## src/fsg_pkg.sv

```systemverilog
// Package for the flash section access guard
`default_nettype none
package fsg_pkg;
  localparam int ADDR_W = 14;
  localparam int DATA_W = 16;
  localparam logic [13:0] APP_END = 14'h17FF;
  localparam logic [13:0] TBL_START = 14'h1800;
  localparam logic [13:0] TBL_END = 14'h1FFF;
  localparam logic [13:0] BOOT_START = 14'h2000;
  localparam logic [13:0] BOOT_END = 14'h27FF;
  localparam int CAL_N = 4;
  localparam logic [1:0] CAL_IDX_LAST = 2'h3;
  // Lock levels: bit0 set forbids store into the section
  localparam int LOCK_W = 2;
  localparam int LOCK_WR_BIT = 0;
  localparam logic [1:0] LOCK_RESET = 2'h3;

  typedef enum logic [1:0] {
    FSG_SEC_APP = 2'h0,
    FSG_SEC_TBL = 2'h1,
    FSG_SEC_BOOT = 2'h2,
    FSG_SEC_NONE = 2'h3
  } fsg_sec_t;

  typedef struct packed {
    logic valid;
    logic [13:0] fetch_addr;
    logic [13:0] target_addr;
    logic [15:0] data;
  } fsg_store_req_t;

  typedef struct packed {
    logic [1:0] app;
    logic [1:0] tbl;
    logic [1:0] boot;
  } fsg_locks_t;

  typedef enum logic [2:0] {
    FSG_ST_LOAD = 3'b001,
    FSG_ST_WAIT = 3'b010,
    FSG_ST_RUN = 3'b100
  } fsg_state_t;
endpackage
`default_nettype wire

```

## src/fsg_guard.sv

```systemverilog
// Flash section guard: store gating, lock selection, calibration load
// Contract
// - Store acts only when fetched from boot section
// - Separate lock settings for application and boot
// - Table region has its own lock setting
// - Fixed word address map of the sections
// - Table region same size as boot section
// - Boot-issued store may target any mapped section address
// - Boot protection chosen by boot lock bits
// - Fetches from table region are allowed
// - Reset copies calibration values to peripherals
`default_nettype none
module fsg_guard (
  input wire logic mclk,
  input wire logic reset_n,
  input wire fsg_pkg::fsg_store_req_t store_req,
  input wire fsg_pkg::fsg_locks_t locks,
  input wire logic fetch_req,
  input wire logic [13:0] fetch_addr,
  input wire logic [15:0] sig_rdata,
  output logic [1:0] sig_addr,
  output logic flash_wr_en,
  output logic [13:0] flash_wr_addr,
  output logic [15:0] flash_wr_data,
  output logic store_reject,
  output logic fetch_ok,
  output logic cal_wr_en,
  output logic [1:0] cal_wr_idx,
  output logic [15:0] cal_wr_data,
  output logic cal_done
);
  fsg_pkg::fsg_state_t state_q;
  fsg_pkg::fsg_sec_t src_sec;
  fsg_pkg::fsg_sec_t dst_sec;
  logic [1:0] dst_lock;
  logic store_ok;
  localparam logic [13:0] tbl_span = fsg_pkg::TBL_END - fsg_pkg::TBL_START;
  localparam logic [13:0] boot_span = fsg_pkg::BOOT_END - fsg_pkg::BOOT_START;

  function automatic fsg_pkg::fsg_sec_t sec_of(input logic [13:0] a);
    if (a <= fsg_pkg::APP_END) begin
      sec_of = fsg_pkg::FSG_SEC_APP;
    end else if (a >= fsg_pkg::TBL_START && a <= fsg_pkg::TBL_END) begin
      sec_of = fsg_pkg::FSG_SEC_TBL;
    end else if (a >= fsg_pkg::BOOT_START && a <= fsg_pkg::BOOT_END) begin
      sec_of = fsg_pkg::FSG_SEC_BOOT;
    end else begin
      sec_of = fsg_pkg::FSG_SEC_NONE;
    end
  endfunction

  // Table and boot spans must match; caught at elaboration
  if (tbl_span != boot_span) begin : g_sz
    $error("table and boot section sizes differ");
  end

  always_comb begin
    src_sec = sec_of(store_req.fetch_addr);
    dst_sec = sec_of(store_req.target_addr);
    case (dst_sec)
      fsg_pkg::FSG_SEC_APP: dst_lock = locks.app;
      fsg_pkg::FSG_SEC_TBL: dst_lock = locks.tbl;
      fsg_pkg::FSG_SEC_BOOT: dst_lock = locks.boot;
      default: dst_lock = 2'h1;
    endcase
    // Any mapped section is a legal target from boot, including boot itself
    store_ok = store_req.valid && (src_sec == fsg_pkg::FSG_SEC_BOOT)
      && (dst_sec != fsg_pkg::FSG_SEC_NONE) && !dst_lock[fsg_pkg::LOCK_WR_BIT];
  end

  always_ff @(posedge mclk or negedge reset_n) begin
    if (!reset_n) begin
      flash_wr_en <= 1'b0;
      flash_wr_addr <= 14'h0000;
      flash_wr_data <= 16'h0000;
      store_reject <= 1'b0;
    end else begin
      flash_wr_en <= store_ok && state_q == fsg_pkg::FSG_ST_RUN;
      flash_wr_addr <= store_req.target_addr;
      flash_wr_data <= store_req.data;
      store_reject <= store_req.valid && !(store_ok && state_q == fsg_pkg::FSG_ST_RUN);
    end
  end

  // Table region is ordinary code space for fetches
  always_ff @(posedge mclk or negedge reset_n) begin
    if (!reset_n) begin
      fetch_ok <= 1'b0;
    end else begin
      fetch_ok <= fetch_req && sec_of(fetch_addr) != fsg_pkg::FSG_SEC_NONE;
    end
  end

  // Signature row read has one cycle latency; WAIT state covers it
  always_ff @(posedge mclk or negedge reset_n) begin
    if (!reset_n) begin
      state_q <= fsg_pkg::FSG_ST_LOAD;
      sig_addr <= 2'h0;
      cal_wr_en <= 1'b0;
      cal_wr_idx <= 2'h0;
      cal_wr_data <= 16'h0000;
      cal_done <= 1'b0;
    end else begin
      cal_wr_en <= 1'b0;
      case (state_q)
        fsg_pkg::FSG_ST_LOAD: begin
          state_q <= fsg_pkg::FSG_ST_WAIT;
        end
        fsg_pkg::FSG_ST_WAIT: begin
          cal_wr_en <= 1'b1;
          cal_wr_idx <= sig_addr;
          cal_wr_data <= sig_rdata;
          if (sig_addr == fsg_pkg::CAL_IDX_LAST) begin
            state_q <= fsg_pkg::FSG_ST_RUN;
            cal_done <= 1'b1;
          end else begin
            sig_addr <= sig_addr + 2'h1;
            state_q <= fsg_pkg::FSG_ST_LOAD;
          end
        end
        fsg_pkg::FSG_ST_RUN: begin
          cal_done <= 1'b1;
        end
        default: state_q <= fsg_pkg::FSG_ST_LOAD;
      endcase
    end
  end
endmodule // fsg_guard
`default_nettype wire

```

## config.mk

```make
export PLATFORM = sky130hd
export DESIGN_NAME = fsg_guard
export DESIGN_NICKNAME = d
export VERILOG_FILES = /design/src/fsg_pkg.sv /design/src/fsg_guard.sv
export SDC_FILE = /design/constraint.sdc
export NUM_CORES = 1
export LEC_CHECK = 0
export BUFFER_PORTS_ARGS = -buffer_cell sky130_fd_sc_hd__buf_2
export CORE_MARGIN = 3
export CORE_UTILIZATION = 39
export DETAILED_ROUTE_END_ITERATION = 6
export GPL_TIMING_DRIVEN = 0
export PLACE_DENSITY = 0.82
export SLEW_MARGIN = 20
export SYNTH_ARGS = -nofsm -noshare
export SYNTH_HDL_FRONTEND = slang
export SYNTH_SLANG_ARGS = --single-unit
```

## constraint.sdc

```tcl
create_clock -name mclk -period 1.8 [get_ports mclk]
set_input_delay 0.45 -clock mclk [delete_from_list [all_inputs] [get_ports mclk]]
set_output_delay 0.45 -clock mclk [all_outputs]
set_load 0.01 [all_outputs]
```

==> impl_metrics.ini <==
[pwr]
cellLeakagePower_nw = 1.35
vdd_ir_drop_max_uv = 911
finalPower_mw = 2.93
power.density_nw_per_um2 = 1080

[sta]
final_hold_viol_count = 0
slew_headroom_pct = 54.3
setup-violations-final = 0
hold_ws_ns = 0.177
final.setup_skew_ns = 0.00934
rsz0062_at_grt = no
maxSlewViolCount = 0
fmaxAchievable_mhz = 659
worst_pin_slew_ns = 0.685
postLayoutSetupSlackWorst_ns = 0.283
min_period_ns = 1.52
finalSetupTns_ns = 0
fin_crit_sh_pct = 84.3

[critical_path]
worstPathRequired_ns = 2.00
critPathArrivalTime_ns = 1.72
timing.rr.end = cal_wr_data[1]$_DFFE_PN0P_
start_kind = flip-flop
cp_max_fo = 10
crit_path_end_kind = flip-flop
r2r_start = state_q[2]$_DFFE_PN0N_
critical_path_class = flip-flop to flip-flop
reg2reg_slack_ns = 0.28
rr_worst_depth = 4

[clock_tree]
cts-resized-gates = 0
cts_tree = built
hold_buffers = 0
post-cts-setup-buffers = 0
cts_max_level = 3
clk_latency_ns = 0.33
cts.clk_slew.worst_paths_ns = 0.06
cts_root_buffer = clkbuf_8
cts_sinks = 58
cts-buffers-inserted = 9
cts.path.max_buffers = 2

[logic_synthesis]
yosys-top-cells-count = dfrtp_1 (57), mux2_2 (19)
syn_avg_cell_area_um2 = 18.3
synth_flop_cell = dfrtp_1
synthCells = 101
netlist.area_leader.share_pct = 77.3
synth_most_common_cell = dfrtp_1
yosysWarnings = 0
synth-seq-cells = 58
synth_area_leaders = dfrtp_1 (77%), mux2_2 (12%), dfstp_2 (1.4%), buf_4 (0.81%), nor3b_1 (0.81%)
syn_area_um2 = 1850
ys_types = 23
syn_nets = 186
yosysTopAreaCell = dfrtp_1
synth_edf_count = 0
synth-seq-area-share_pct = 78.7
async_flop_share_pct = 100

[finish]
finalInstanceArea_um2 = 2710
nets = 310
layoutNonFillerInstCount = 282
final_util_pct = 60.5
antenna_cells = 0
drive_above_1_share_pct = 66.1
syn_to_final_growth_pct = 46.8

[floorplan]
die_h_um = 74.8
io_pins = 139
core-area_um2 = 4470
dieArea_um2 = 5590
num_rows = 24
die_x_um = 74.8
start_util_pct = 41.2

[drt]
met3RoutedLength_um = 583
vias_per_cell = 4.60
wl_met1_mm = 1.39
wirelength_mm = 4.17
drt_iter0_markers = 18
route.detailed.drc = 0
top_layer_used = met4
ant_nets = 0
post_drt_wl_per_cell_um = 14.8
dr_total_vias = 1298
route.met2.wl_mm = 2.14
first_pass_iters = 4

[global_routing]
grt_pass1_vias = 1375
grt_pass1_wl_mm = 6.29
track_usage_pct = 15.9
grt_overflow = 0
grt_max_degree = 59
antenna_found_initial = 0

[worst_hold_path]
hold_path.class = input port to async pin

[place]
placed_cells = 266
pre_cts_slack_ns = 0.209
globalplace.congestion = 0.745
placed_area_um2 = 2480
hpwl_mm = 3.09
portBuffers = 113

[run_status]
status = completed

[run]
drv_cap = 0
-- critical path, cell delays in order, from the launching register on --
cell and delay, ns:
dfrtp_1 0.40, nor3b_1 0.22, buf_4 0.23, buf_4 0.20
mux2_2 0.34
-- cell families (layout without fill, tap and decap cells) --
group / Yosys count / after routing / synth area share (%)
flip-flops: 58 / 58 / 78.7
multiplexers: 20 / 20 / 12.1
AND/OR/NAND/NOR: 14 / 14 / 5.42
AO/OA/AOI/OAI: 4 / 4 / 1.56
buffers and inverters: 3 / 132 / 1.02
adder cells (fa/ha/maj): 1 / 1 / 0.678
XOR/XNOR: 1 / 1 / 0.475
-- area by class of cell --
class                      instances  area [µm²]
fill                             342        1770
sequential                        58        1450
timing repair buffer             113         568
multi-input combinational         40         374
clock buffer                      12         155
clock inverter                     4        75.1
tap                               52        65.1
buffer                             2        15.0
inverter                           1        3.75
-- metal layers --
layer | global-route usage [%] | vias to the layer above
met5 | 0 | -
met1 | 14.7 | 622
li1 | - | 595
met4 | 7.11 | 0
met2 | 26.8 | 76
met3 | 10.9 | 5
-- worst max-delay path by stage --
stage,startpoint,endpoint,slack (ns),cells past startpoint
2_1_floorplan,store_req[42],store_reject$_DFF_PN0_,0.33,2
3_3_place_gp,store_req[42],store_reject$_DFF_PN0_,0.20,3
3_5_place_dp,store_req[42],store_reject$_DFF_PN0_,0.21,3
4_1_cts,state_q[2]$_DFFE_PN0N_,cal_wr_data[15]$_DFFE_PN0P_,0.26,4
5_1_grt,state_q[2]$_DFFE_PN0N_,cal_wr_data[15]$_DFFE_PN0P_,0.14,4
6_report,state_q[2]$_DFFE_PN0N_,cal_wr_data[1]$_DFFE_PN0P_,0.28,4
-- cells in the final DEF, fill, tap and decap left out, types with 2 or more instances in the layout --
| cell | n |
|---|---|
| nor3_1 | 2 |
| buf_2 | 112 |
| mux2_2 | 19 |
| clkinvlp_4 | 2 |
| clkbuf_8 | 11 |
| nor3b_1 | 2 |
| dfrtp_1 | 57 |
| and2_1 | 2 |
| bufinv_16 | 2 |
| buf_4 | 3 |
-- flip-flops by register name (all words and copies together), names as in the netlist --
| register | cells |
|---|---|
| cal_wr_data | 16 |
| flash_wr_data | 16 |
| flash_wr_addr | 14 |
| state_q | 3 |
| cal_wr_idx | 2 |
| sig_addr | 2 |
| cal_done | 1 |
| cal_wr_en | 1 |
| fetch_ok | 1 |
| flash_wr_en | 1 |
| store_reject | 1 |
-- power by group --
group          leakage [nW]  internal [mW]  switching [mW]
Sequential            0.665           1.36          0.0165
Clock                 0.109          0.855           0.494
Combinational         0.574          0.102           0.104
Note: power is estimated with default switching activity, not from simulation.
